## config.mk

```make
export PLATFORM = sky130hd
export DESIGN_NAME = drive_enable_sequencer
export DESIGN_NICKNAME = d
export VERILOG_FILES = /design/src/drive_seq_pkg.sv /design/src/drive_enable_sequencer.sv
export SDC_FILE = /design/constraint.sdc
export NUM_CORES = 1
export LEC_CHECK = 0
export ABC_CLOCK_PERIOD_IN_PS = 5300
export BUFFER_PORTS_ARGS = -buffer_cell sky130_fd_sc_hd__buf_2
export CAP_MARGIN = 20
export CORE_UTILIZATION = 30
export CTS_CLUSTER_DIAMETER = 30
export DETAILED_ROUTE_END_ITERATION = 8
export PLACE_DENSITY_LB_ADDON = 0.3
export SLEW_MARGIN = 5
export SYNTH_ARGS = -nofsm -noshare
export SYNTH_HDL_FRONTEND = slang
export SYNTH_SLANG_ARGS = --single-unit
```

## constraint.sdc

```tcl
create_clock -name CLOCK -period 5.3 [get_ports CLOCK]
set_input_delay 1.06 -clock CLOCK [delete_from_list [all_inputs] [get_ports CLOCK]]
set_output_delay 1.06 -clock CLOCK [all_outputs]
set_load 0.02 [all_outputs]
```

## src/drive_seq_pkg.sv

```systemverilog
// Purpose: Shared constants and types for the drive enable sequencer.
// Assumes: 100 MHz system clock, AXI4-Lite register access, 32-bit data.
// Notes:   Register indices are word indices; byte address is four times the index.

// ****************************************************************************
// Constants and types
// ****************************************************************************
package drive_seq_pkg;

   // Clock and time base
   localparam int unsigned CLK_HZ = 100_000_000;
   localparam int unsigned CYCLES_PER_MS_DEF = CLK_HZ / 1000;

   // Delays in ms as printed, and the stop limit in seconds
   localparam logic [15:0] T_SW_CTRL_MS = 16'd2;
   localparam logic [15:0] T_CMD_READY_MS = 16'd5;
   localparam logic [15:0] T_GATE_OFF_MS = 16'd50;
   localparam real T_STOP_MAX_S = 1.5;
   localparam logic [15:0] T_STOP_MAX_MS = 16'(int'(T_STOP_MAX_S * 1000.0));

   // Register word indices
   localparam logic [9:0] IDX_STATE = 10'h040;
   localparam logic [9:0] IDX_MODE = 10'h051;
   localparam logic [9:0] IDX_MOTOR = 10'h05a;
   localparam logic [9:0] IDX_RAMP_TIME = 10'h070;
   localparam logic [9:0] IDX_RAMP_STEP = 10'h071;
   localparam logic [9:0] IDX_SPEED_CMD = 10'h072;
   localparam logic [9:0] IDX_IO = 10'h0d8;

   // Field positions
   localparam int unsigned MODE_DIS_BIT = 2;
   localparam int unsigned MOTOR_FREE_BIT = 3;
   localparam int unsigned ST_ENA_BIT = 0;
   localparam int unsigned ST_RAMP0_BIT = 1;
   localparam int unsigned ST_STILL_BIT = 9;
   localparam int unsigned ST_LOCK_BIT = 30;
   localparam int unsigned IO_HW_BIT = 4;
   localparam int unsigned IO_RFE_BIT = 5;
   localparam int unsigned IO_GO_BIT = 11;

   // Values after reset
   localparam logic [15:0] RAMP_TIME_RST = 16'd5000;
   localparam logic [15:0] RAMP_STEP_RST = 16'h0010;
   localparam logic [15:0] SPEED_CMD_RST = 16'h0000;
   localparam logic MODE_DIS_RST = 1'b0;
   localparam logic MOTOR_FREE_RST = 1'b0;
   localparam logic LOCK_RST = 1'b1;

   // Bus responses
   localparam logic [1:0] RESP_OKAY = 2'b00;
   localparam logic [1:0] RESP_SLVERR = 2'b10;

   // Sequencer states
   typedef enum logic [1:0] {ST_OFF, ST_RUN, ST_RAMP, ST_HOLD} seq_state_t;

endpackage : drive_seq_pkg

```

## src/drive_enable_sequencer.sv

```systemverilog
// Purpose: Enable/disable sequencer for a servo power stage with AXI4-Lite registers.
// Assumes: All inputs synchronous to CLOCK; STANDSTILL comes from the speed loop.
// Notes:   Power gate, PWM gates and speed command all come from flip-flops.
//
// The address map and register access over AXI4-Lite were decided locally.

// ****************************************************************************
// Top module
// ****************************************************************************
// How it works
// - Hardware enable releases power stage at once
// - Software regulation takes over 2 ms later
// - Enabled flag shown in state word
// - Emergency stop ramps speed command to zero
// - Gate off 50 ms after standstill/ramp end
// - Power stage off 1.5 s at latest
// - Free coasting gates off immediately
// - Interface commands need enable and safety input
// - Mode bit 2 clear enables without delay
// - Mode bit 2 set ramps speed to zero
// - Software stop gates 50 ms after ramp
// - Software enable needs hardware enable
// - Missing enable suppresses internal PWM when the power stage goes off
// - Missing field enable blocks output PWM
// - Restart needs enable cycle after field returns
module drive_enable_sequencer
   import drive_seq_pkg::*;
#(
   parameter int unsigned CYCLES_PER_MS = CYCLES_PER_MS_DEF
) (
   // Clock and reset
   input wire logic CLOCK,
   input wire logic RST_N,
   // AXI4-Lite write address
   input wire logic [11:0] AWADDR,
   input wire logic [2:0] AWPROT,
   input wire logic AWVALID,
   output logic AWREADY,
   // AXI4-Lite write data
   input wire logic [31:0] WDATA,
   input wire logic [3:0] WSTRB,
   input wire logic WVALID,
   output logic WREADY,
   // AXI4-Lite write response
   output logic [1:0] BRESP,
   output logic BVALID,
   input wire logic BREADY,
   // AXI4-Lite read address
   input wire logic [11:0] ARADDR,
   input wire logic [2:0] ARPROT,
   input wire logic ARVALID,
   output logic ARREADY,
   // AXI4-Lite read data
   output logic [31:0] RDATA,
   output logic [1:0] RRESP,
   output logic RVALID,
   input wire logic RREADY,
   // Enable and safety inputs
   input wire logic HW_ENABLE_INPUT,
   input wire logic ROTATING_FIELD_ENABLE,
   input wire logic STANDSTILL,
   // Power stage controls
   output logic POWER_STAGE_EN,
   output logic SW_CONTROL,
   output logic CMD_READY,
   output logic PWM_INT_EN,
   output logic PWM_OUT_EN,
   output logic [15:0] SPEED_CMD_OUT
);

   // ************************************************************************
   // Helper functions
   // ************************************************************************

   // Word index decode, shared by read and write paths
   function automatic logic is_mapped(input logic [9:0] idx);
      is_mapped = (idx == IDX_STATE) || (idx == IDX_MODE) || (idx == IDX_MOTOR) ||
                  (idx == IDX_RAMP_TIME) || (idx == IDX_RAMP_STEP) ||
                  (idx == IDX_SPEED_CMD) || (idx == IDX_IO);
   endfunction : is_mapped

   // Byte-lane merge for strobed writes
   function automatic logic [31:0] merge(input logic [31:0] old_v, input logic [31:0] new_v,
                                         input logic [3:0] strb);
      logic [31:0] res;
      res = old_v;
      for (int i = 0; i < 4; i++) begin
         if (strb[i]) begin
            res[i*8 +: 8] = new_v[i*8 +: 8];
         end
      end
      merge = res;
   endfunction : merge

   // Move a signed value one step toward zero
   function automatic logic [15:0] toward_zero(input logic [15:0] v, input logic [15:0] step);
      logic signed [16:0] sv;
      logic signed [16:0] ss;
      sv = 17'(signed'(v));
      ss = signed'({1'b0, step});
      if (sv > ss) begin
         toward_zero = 16'(sv - ss);
      end else if (sv < -ss) begin
         toward_zero = 16'(sv + ss);
      end else begin
         toward_zero = 16'h0000;
      end
   endfunction : toward_zero

   // ************************************************************************
   // Declarations
   // ************************************************************************
   seq_state_t seq_q;
   seq_state_t seq_d;
   logic awready_q, wready_q, bvalid_q, arready_q, rvalid_q;
   logic aw_full_q, w_full_q;
   logic [9:0] aw_idx_q;
   logic [31:0] wdata_q;
   logic [3:0] wstrb_q;
   logic [1:0] bresp_q, rresp_q;
   logic [31:0] rdata_q;
   logic do_write;
   logic mode_dis_q, free_q, lock_q, sw_stop_q, hw_prev_q;
   logic [15:0] ramp_time_q, ramp_step_q, speed_reg_q, speed_q;
   logic [16:0] pre_q;
   logic tick;
   logic [15:0] ms_q, tot_q;
   logic pwr_q, swc_q, cmdr_q, pwm_int_q, pwm_out_q;
   logic both_in, en_ok, ramp_done, stop_limit, clr_time;
   logic [31:0] state_word, io_word;
   logic [31:0] wr_word;

   // Register word as software sees it; shared by read data and write merge
   function automatic logic [31:0] reg_word(input logic [9:0] idx);
      unique case (idx)
         IDX_STATE: reg_word = state_word;
         IDX_MODE: reg_word = {29'h0, mode_dis_q, 2'b00};
         IDX_MOTOR: reg_word = {28'h0, free_q, 3'b000};
         IDX_RAMP_TIME: reg_word = {16'h0, ramp_time_q};
         IDX_RAMP_STEP: reg_word = {16'h0, ramp_step_q};
         IDX_SPEED_CMD: reg_word = {16'h0, speed_reg_q};
         IDX_IO: reg_word = io_word;
         default: reg_word = 32'h0000_0000;
      endcase
   endfunction : reg_word

   // ************************************************************************
   // AXI4-Lite write path
   // ************************************************************************

   // Address and data taken in either order; response after both
   assign do_write = aw_full_q && w_full_q && !bvalid_q;

   always_ff @(posedge CLOCK) begin
      if (!RST_N) begin
         awready_q <= 1'b0;
         wready_q <= 1'b0;
         aw_full_q <= 1'b0;
         w_full_q <= 1'b0;
         bvalid_q <= 1'b0;
         bresp_q <= RESP_OKAY;
         aw_idx_q <= 10'h000;
         wdata_q <= 32'h0000_0000;
         wstrb_q <= 4'h0;
      end else begin
         // Ready reopens only when idle, one write at a time
         if (!awready_q && !aw_full_q && !bvalid_q) begin
            awready_q <= 1'b1;
         end
         if (!wready_q && !w_full_q && !bvalid_q) begin
            wready_q <= 1'b1;
         end
         if (AWVALID && awready_q) begin
            aw_idx_q <= AWADDR[11:2];
            aw_full_q <= 1'b1;
            awready_q <= 1'b0;
         end
         if (WVALID && wready_q) begin
            wdata_q <= WDATA;
            wstrb_q <= WSTRB;
            w_full_q <= 1'b1;
            wready_q <= 1'b0;
         end
         if (do_write) begin
            aw_full_q <= 1'b0;
            w_full_q <= 1'b0;
            bvalid_q <= 1'b1;
            bresp_q <= is_mapped(aw_idx_q) ? RESP_OKAY : RESP_SLVERR;
         end
         if (bvalid_q && BREADY) begin
            bvalid_q <= 1'b0;
         end
      end
   end

   // Old word with the strobed lanes replaced
   always_comb begin
      wr_word = merge(reg_word(aw_idx_q), wdata_q, wstrb_q);
   end

   // Software-writable registers; state and io words are read-only
   always_ff @(posedge CLOCK) begin
      if (!RST_N) begin
         mode_dis_q <= MODE_DIS_RST;
         free_q <= MOTOR_FREE_RST;
         ramp_time_q <= RAMP_TIME_RST;
         ramp_step_q <= RAMP_STEP_RST;
         speed_reg_q <= SPEED_CMD_RST;
      end else if (do_write) begin
         unique case (aw_idx_q)
            IDX_MODE: begin
               mode_dis_q <= wr_word[MODE_DIS_BIT];
            end
            IDX_MOTOR: begin
               free_q <= wr_word[MOTOR_FREE_BIT];
            end
            IDX_RAMP_TIME: begin
               ramp_time_q <= wr_word[15:0];
            end
            IDX_RAMP_STEP: begin
               ramp_step_q <= wr_word[15:0];
            end
            IDX_SPEED_CMD: begin
               speed_reg_q <= wr_word[15:0];
            end
            default: begin
            end
         endcase
      end
   end

   // ************************************************************************
   // AXI4-Lite read path
   // ************************************************************************

   // Status words built from live sequencer state
   always_comb begin
      state_word = 32'h0000_0000;
      state_word[ST_ENA_BIT] = (seq_q == ST_RUN);
      state_word[ST_RAMP0_BIT] = (seq_q == ST_RAMP) || (seq_q == ST_HOLD);
      state_word[ST_STILL_BIT] = STANDSTILL;
      state_word[ST_LOCK_BIT] = lock_q;
      io_word = 32'h0000_0000;
      io_word[IO_HW_BIT] = HW_ENABLE_INPUT;
      io_word[IO_RFE_BIT] = ROTATING_FIELD_ENABLE;
      io_word[IO_GO_BIT] = pwr_q;
   end

   // Data one cycle after the address is taken
   always_ff @(posedge CLOCK) begin
      if (!RST_N) begin
         arready_q <= 1'b0;
         rvalid_q <= 1'b0;
         rdata_q <= 32'h0000_0000;
         rresp_q <= RESP_OKAY;
      end else begin
         if (!arready_q && !rvalid_q) begin
            arready_q <= 1'b1;
         end
         if (ARVALID && arready_q) begin
            arready_q <= 1'b0;
            rvalid_q <= 1'b1;
            rresp_q <= is_mapped(ARADDR[11:2]) ? RESP_OKAY : RESP_SLVERR;
            rdata_q <= reg_word(ARADDR[11:2]);
         end
         if (rvalid_q && RREADY) begin
            rvalid_q <= 1'b0;
         end
      end
   end

   // ************************************************************************
   // Millisecond time base
   // ************************************************************************

   // Prescaler restarts on every state change so delays start clean
   assign clr_time = (seq_d != seq_q) || (HW_ENABLE_INPUT != hw_prev_q);
   assign tick = (pre_q == 17'(CYCLES_PER_MS - 1));

   always_ff @(posedge CLOCK) begin
      if (!RST_N || clr_time) begin
         pre_q <= 17'h00000;
      end else if (tick) begin
         pre_q <= 17'h00000;
      end else begin
         pre_q <= pre_q + 17'h00001;
      end
   end

   // Time in current state, saturating
   always_ff @(posedge CLOCK) begin
      if (!RST_N || clr_time) begin
         ms_q <= 16'h0000;
      end else if (tick && ms_q != 16'hffff) begin
         ms_q <= ms_q + 16'h0001;
      end
   end

   // Time since the stop began; survives the ramp to hold step
   always_ff @(posedge CLOCK) begin
      if (!RST_N || seq_q == ST_RUN || seq_q == ST_OFF) begin
         tot_q <= 16'h0000;
      end else if (tick && tot_q != 16'hffff) begin
         tot_q <= tot_q + 16'h0001;
      end
   end

   // ************************************************************************
   // Enable sequencer
   // ************************************************************************

   // Interface commands act only with both hardware inputs present
   assign both_in = HW_ENABLE_INPUT && ROTATING_FIELD_ENABLE;
   assign en_ok = both_in && !mode_dis_q && !lock_q;
   assign ramp_done = (ms_q >= ramp_time_q);
   // One count early: a partial ms may be lost when hold starts
   assign stop_limit = (tot_q >= T_STOP_MAX_MS - 16'd1);

   always_comb begin
      seq_d = seq_q;
      unique case (seq_q)
         ST_OFF: begin
            if (en_ok) begin
               seq_d = ST_RUN;
            end
         end
         ST_RUN: begin
            if (!ROTATING_FIELD_ENABLE) begin
               seq_d = ST_OFF;
            end else if (!HW_ENABLE_INPUT) begin
               seq_d = free_q ? ST_OFF : ST_RAMP;
            end else if (mode_dis_q) begin
               seq_d = ST_RAMP;
            end
         end
         ST_RAMP: begin
            if (!ROTATING_FIELD_ENABLE || stop_limit) begin
               seq_d = ST_OFF;
            end else if (en_ok) begin
               seq_d = ST_RUN;
            end else if (ramp_done || (STANDSTILL && !sw_stop_q)) begin
               seq_d = ST_HOLD;
            end
         end
         ST_HOLD: begin
            if (!ROTATING_FIELD_ENABLE || stop_limit || ms_q >= T_GATE_OFF_MS) begin
               seq_d = ST_OFF;
            end else if (en_ok) begin
               seq_d = ST_RUN;
            end
         end
      endcase
   end

   always_ff @(posedge CLOCK) begin
      if (!RST_N) begin
         seq_q <= ST_OFF;
      end else begin
         seq_q <= seq_d;
      end
   end

   // Remember whether the stop was commanded by software
   always_ff @(posedge CLOCK) begin
      if (!RST_N) begin
         sw_stop_q <= 1'b0;
      end else if (seq_q == ST_RUN && seq_d == ST_RAMP) begin
         sw_stop_q <= HW_ENABLE_INPUT;
      end
   end

   // Restart lockout: field loss must be followed by an enable cycle
   always_ff @(posedge CLOCK) begin
      if (!RST_N) begin
         lock_q <= LOCK_RST;
         hw_prev_q <= 1'b0;
      end else begin
         hw_prev_q <= HW_ENABLE_INPUT;
         if (!ROTATING_FIELD_ENABLE) begin
            lock_q <= 1'b1;
         end else if (!HW_ENABLE_INPUT) begin
            lock_q <= 1'b0;
         end
      end
   end

   // Internal speed command: follows software while running, ramps when stopping
   always_ff @(posedge CLOCK) begin
      if (!RST_N || seq_d == ST_OFF) begin
         speed_q <= 16'h0000;
      end else if (seq_d == ST_RUN) begin
         speed_q <= speed_reg_q;
      end else if (tick) begin
         speed_q <= toward_zero(speed_q, ramp_step_q);
      end
   end

   // ************************************************************************
   // Output flops
   // ************************************************************************

   // Gates follow the next state so release costs one edge only
   always_ff @(posedge CLOCK) begin
      if (!RST_N) begin
         pwr_q <= 1'b0;
         swc_q <= 1'b0;
         cmdr_q <= 1'b0;
         pwm_int_q <= 1'b0;
         pwm_out_q <= 1'b0;
      end else begin
         pwr_q <= (seq_d != ST_OFF);
         swc_q <= (seq_d == ST_RUN) && !clr_time && (ms_q >= T_SW_CTRL_MS);
         cmdr_q <= (seq_d == ST_RUN) && !clr_time && (ms_q >= T_CMD_READY_MS);
         pwm_int_q <= (seq_d != ST_OFF);
         pwm_out_q <= (seq_d != ST_OFF) && ROTATING_FIELD_ENABLE;
      end
   end

   assign AWREADY = awready_q;
   assign WREADY = wready_q;
   assign BVALID = bvalid_q;
   assign BRESP = bresp_q;
   assign ARREADY = arready_q;
   assign RVALID = rvalid_q;
   assign RDATA = rdata_q;
   assign RRESP = rresp_q;
   assign POWER_STAGE_EN = pwr_q;
   assign SW_CONTROL = swc_q;
   assign CMD_READY = cmdr_q;
   assign PWM_INT_EN = pwm_int_q;
   assign PWM_OUT_EN = pwm_out_q;
   assign SPEED_CMD_OUT = speed_q;

endmodule : drive_enable_sequencer

```

### Word level (Yosys, flattened, before mapping)

Cells that the tools add are included.
Widths: inputs -> output; s select.

* bits in registers: 195
* bits in latches: 0
* memories: 0
* logic and storage cells: 162
* input port bits: 76
* ROM bits: 0
* bits in writable memories: 0
* output and inout port bits: 62

* $add $sub $neg: 6
* mux-type cells: 20
* reductions and logical operators: 74
* $mul: 0
* bitwise gates (word level): 1
* $lt $le $gt $ge: 7
* shift-type cells: 0
* equality and inequality tests: 24
* divide/modulo/power cells: 0

Operators with widths (number)
* $pmux 31 s7: 1
* $eq 10x7->1 const B: 12
* $mux 16: 4
* $pmux 16 s4: 1
* $add 16x1->16 const B: 2
* $ne 16x16->1 const B: 2
* $logic_and 1x1->1: 23
* $mux 2: 11
* $logic_or 1x1->1: 21
* $eq 10x8->1 const B: 2
* $add 17x1->17 const B: 1
* $eq 17x17->1 const B: 1
* $gt 16x17->1: 1
* $lt 16x17->1: 1
* $neg 16->17: 1
* $add 16x16->16: 1
* $ge 16x11->1 const B: 1
* $ge 16x16->1: 1
* $ge 16x2->1 const B: 1
* $ge 16x3->1 const B: 1
* $ge 16x6->1 const B: 1
* $mux 8: 2
* $sub 16x16->16: 1
* $reduce_or 2->1: 7
* 10 further kinds: 32

### Longest topological paths before layout

* depth after elaboration: 12
* gate-level depth with buffers: 17
* depth with buffers taken out: 17

### Worst setup path after synthesis

OpenSTA, ideal clock, no wires.

* path type: register to register
* start point: reg ramp_step_q[1]
* end point: reg speed_q[15] (netlist: SPEED_CMD_OUT[15])
* path buffers: 0
* period minus slack after synthesis: 3503 ps
* library setup time: 114 ps
* required time: 5186 ps
* arrival: 3389 ps
* cell stages (with the launch flop): 16
* setup slack: 1797 ps
* cell sequence: dfxtp_1 -> inv_1 -> ha_1 -> nand2_1 -> or4_1 -> nor3_1 -> xnor2_1 -> ha_1 -> nand4_1 -> a221o_1 -> a41o_1 -> a31oi_1 -> inv_1 -> a311oi_1 -> a31oi_1 -> a21o_1

* word-level cells in the longest chain between the ends: 6
* elaborated cells on any way between the ends: 9
* classes of those cells: 3 x add/sub; 2 x order compare; 4 x mux

RTL lines
* start: declaration: RTL line drive_enable_sequencer.sv:124 `logic [15:0] ramp_time_q, ramp_step_q, speed_reg_q, speed_q;`
* start signal: assignment: RTL line drive_enable_sequencer.sv:221 `ramp_step_q <= wr_word[15:0];`
* $neg 16->17: RTL line drive_enable_sequencer.sv:103 `end else if (sv < -ss) begin`
* $lt 16x17->1: RTL line drive_enable_sequencer.sv:103
* $mux 16: RTL line drive_enable_sequencer.sv:103
* $mux 16 (*): RTL line drive_enable_sequencer.sv:101 `if (sv > ss) begin`
* $mux 16 (*): RTL line drive_enable_sequencer.sv:393 `end else if (tick) begin`
* $mux 16 (*): RTL line drive_enable_sequencer.sv:391 `end else if (seq_d == ST_RUN) begin`
* end signal: assignment: RTL line drive_enable_sequencer.sv:392 `speed_q <= speed_reg_q;`
* end signal: assignment: RTL line drive_enable_sequencer.sv:394 `speed_q <= toward_zero(speed_q, ramp_step_q);`
* end: declaration: RTL line drive_enable_sequencer.sv:124

Every way passes the cells marked *; elsewhere a longest branch is shown, timed or not. The select of a mux whose other input is x is not followed.
A chain may end at the register's enable or synchronous reset.

### Worst setup path after layout

* start point: reg ramp_step_q[3]
* end point: reg speed_q[8] (netlist: SPEED_CMD_OUT[8])

The elaborated chain is that of the path after synthesis.

==> out/qor.yml <==
nets: 1545
reg2reg_from: "ramp_step_q[3]"
grt_start_max_net_pins: 99
whs_path_depth: 2
ys_ff_latch: 178
synth-simple-area-share: 0.2252
drt_first_pass_iters: 7
yosysSeqAreaShare: 0.3359
netlist_area_um2: 10610
placed_cells_incl_taps: 1832
hp-start: "aw_idx_q[1]"
synth_top_area_share: 0.3359
vias_per_cell: 5.311
async_flop_share: 0
grt_util_all_layers: 0.1809
portBuffers: 92
ios: 138
skew_ps: 13.32
switching_share: 0.2653
instances_no_fill: 1864
wl_um: 32250
synth_common_cells: "dfxtp_1 (178), nor2_1 (175), nand2_1 (138), a21oi_1 (106), ha_1 (71)"
drtIter0Drc: 847
syn_inst: 1336
cts_hold_buf: 0
ant_nets: 0
final.setup.tns_ps: 0
rsz0062_at_grt: "false"
die_x_um: 190.0
clk_pin_slew_ps: 80
reg2regPathDepth: 16
antenna_cells: 0
irDropWorstVdd_uv: 184.8
antenna_found_initial: 0
synthAdderAreaFrac: 0.08752
worst_pin_slew_ps: 1102
path_cells: "inv_1 > nand4_1 > nor2_1 > nand2_1 > or4_1 > nor2_1 > xnor2_1 > ha_1 > a21o_1 > a211oi_1 > and3b_1 > a31oi_1 > buf_4 > a211oi_2 > o21ai_0 > a31oi_1"
synth_top_family_by_area: "simple AND/OR/NAND/NOR gates"
routabilityCongestion: 0.8777
die_area_um2: 36120
synth.distinct_cells: 81
rows: 68
crit_type: "reg2reg"
r2r_slack_ps: 1190
final_area_um2: 11980
yosysMostFrequentCell: "dfxtp_1"
root_buffer: "clkbuf_16"
switchingPower_mw: 0.7317
cts_sinks: 178
start_util: 0.3063
intPower_mw: 2.027
p_leak_nw: 4.628
syn2layout_area_growth_pct: 12.96
vias: 9900
worst_path_largest_cell_delay_ps: 550
cp_data_required_time_ps: 5680
fin_crit_sh: 0.7755
synth_xor_area_frac: 0.05119
slew_headroom: 0.2626
cts_htree_levels: 4
rr_endpoint: "SPEED_CMD_OUT[8]"
grt-ovfl-total: 0
p_clk_frac: 0.449
cts_setup_buffers: 0
critPathLaunchType: "register"
core_area_um2: 34630
drv_cap: 0
dp_hpwl_um: 24310
fin_ws_ps: 1190
die_height_um: 190.0
run_status: "complete, no violations"
grt_pass1_wl_um: 50930
fin_hold_ws_ps: 456.9
synth.avg_cell_area_um2: 7.940
crit_arrival_ps: 4490
fin_crit_ps: 4110
clk_latency_ps: 450
p_per_area_nw_per_um2: 230.2
max_freq_ghz: 0.2433
ys.flop_type: "dfxtp_1"
muxShareOfSynthArea: 0.02666
finalSetupViolCount: 0
grt_pass1_vias: 9191
fin_util: 0.3460
drc: 0
wl_per_cell_um: 17.30
hold_viol: 0
cts_buffers: 17
crit_path_end_kind: "register"
cts_tree: "built"
placedInstanceArea_um2: 11420
cp_max_fo: 10
ys.warnings.count: 0
p_total_mw: 2.758
drive_above_1_share: 0.1178
pwr-share-seq: 0.499
yosysTopAreaCell: "dfxtp_1"
clockBufferDepth: 2
hp-class: "reg2reg"
postCtsResizedCells: 0
synthTopCellsByArea: "dfxtp_1 (34%), ha_1 (8.4%), nor2_1 (6.2%), a21oi_1 (5.0%), nand2_1 (4.9%)"
finalMaxSlewViolations: 0
dp_slack_ps: 1250
synth-compound-area-share: 0.2127
hold_end: "aw_idx_q[1]"
cp_slowest_cell: "a211oi_2"
synth_edf_count: 0
comb_power_share: 0.052
logic make-up after synthesis:
logic type | count (synthesis)
simple gates | 511
compound gates | 336
flops | 178
buf+inv | 147
fa+ha+maj | 73
xor+xnor | 62
mux | 28
other cells | 1
state kept, by name (all words and copies together), names as in the netlist, 2 cells and up:
signal / flops
RDATA: 17
SPEED_CMD_OUT: 16
aw_idx_q: 10
ms_q: 16
pre_q: 17
ramp_step_q: 16
ramp_time_q: 16
seq_q: 2
speed_reg_q: 16
tot_q: 16
wdata_q: 16
wstrb_q: 2
cell usage in the layout (no fill, tap or decap), types with 21 or more instances in the layout:
master,instances
nand2_1,138
a21oi_1,106
nand3_1,41
dfxtp_1,178
nor3_1,33
a211oi_1,48
nor2_1,173
inv_1,66
xor2_1,22
ha_1,71
buf_2,92
mux2i_1,26
and3_1,21
o21ai_0,42
xnor2_1,40
worst max-delay path by stage:
stage | start | cells after the start | slack (ps) | to
floorplan | ramp_step_q[1] | 15 | 1800 | SPEED_CMD_OUT[15]
global placement | ramp_step_q[2] | 16 | 1320 | SPEED_CMD_OUT[8]
detailed placement | ramp_step_q[1] | 15 | 1250 | SPEED_CMD_OUT[8]
CTS | ramp_step_q[3] | 16 | 1240 | SPEED_CMD_OUT[8]
global route | ramp_step_q[2] | 16 | 920 | SPEED_CMD_OUT[1]
finish | ramp_step_q[3] | 16 | 1190 | SPEED_CMD_OUT[8]
layout make-up:
type / instances / area (µm²)
repair buffers: 104 / 550.5
clock inverters: 14 / 135.1
inverters: 68 / 255.2
well taps: 455 / 569.3
flip-flops and latches: 178 / 3563
multi-input cells: 1027 / 6480
fillers: 3629 / 22650
clock buffers: 18 / 429.2
routing by layer:
layer | routed length [µm] | GRT usage | up-vias
met3 | 2191 | 0.03966 | 40
met2 | 14050 | 0.2722 | 355
met1 | 15270 | 0.2501 | 4613
li1 | - | - | 4892
met4 | 744 | 0.06824 | 0
met5 | 0 | 0 | -
power by group through the flow:
stage | sequential [mW] | clock (mW) | combinational, mW
after floorplan | 1.40 | 0 | 0.106
after global placement | 1.41 | 0 | 0.143
after CTS | 1.38 | 1.26 | 0.144
final | 1.38 | 1.24 | 0.143
after global routing | 1.38 | 1.33 | 0.159
after detailed placement | 1.41 | 0 | 0.144
critical path, delay by kind of cell, from the launching register on:
kind / cells / cell delay, ps
adders and majority gates: 1 / 270
and+or+nand+nor: 6 / 1290
xor gates and xnor gates: 1 / 140
buffers and inverters: 2 / 450
AOI/OAI and AO/OA: 6 / 1470
DFF: 1 / 400
No activity file was read; power rests on OpenSTA's default activity.
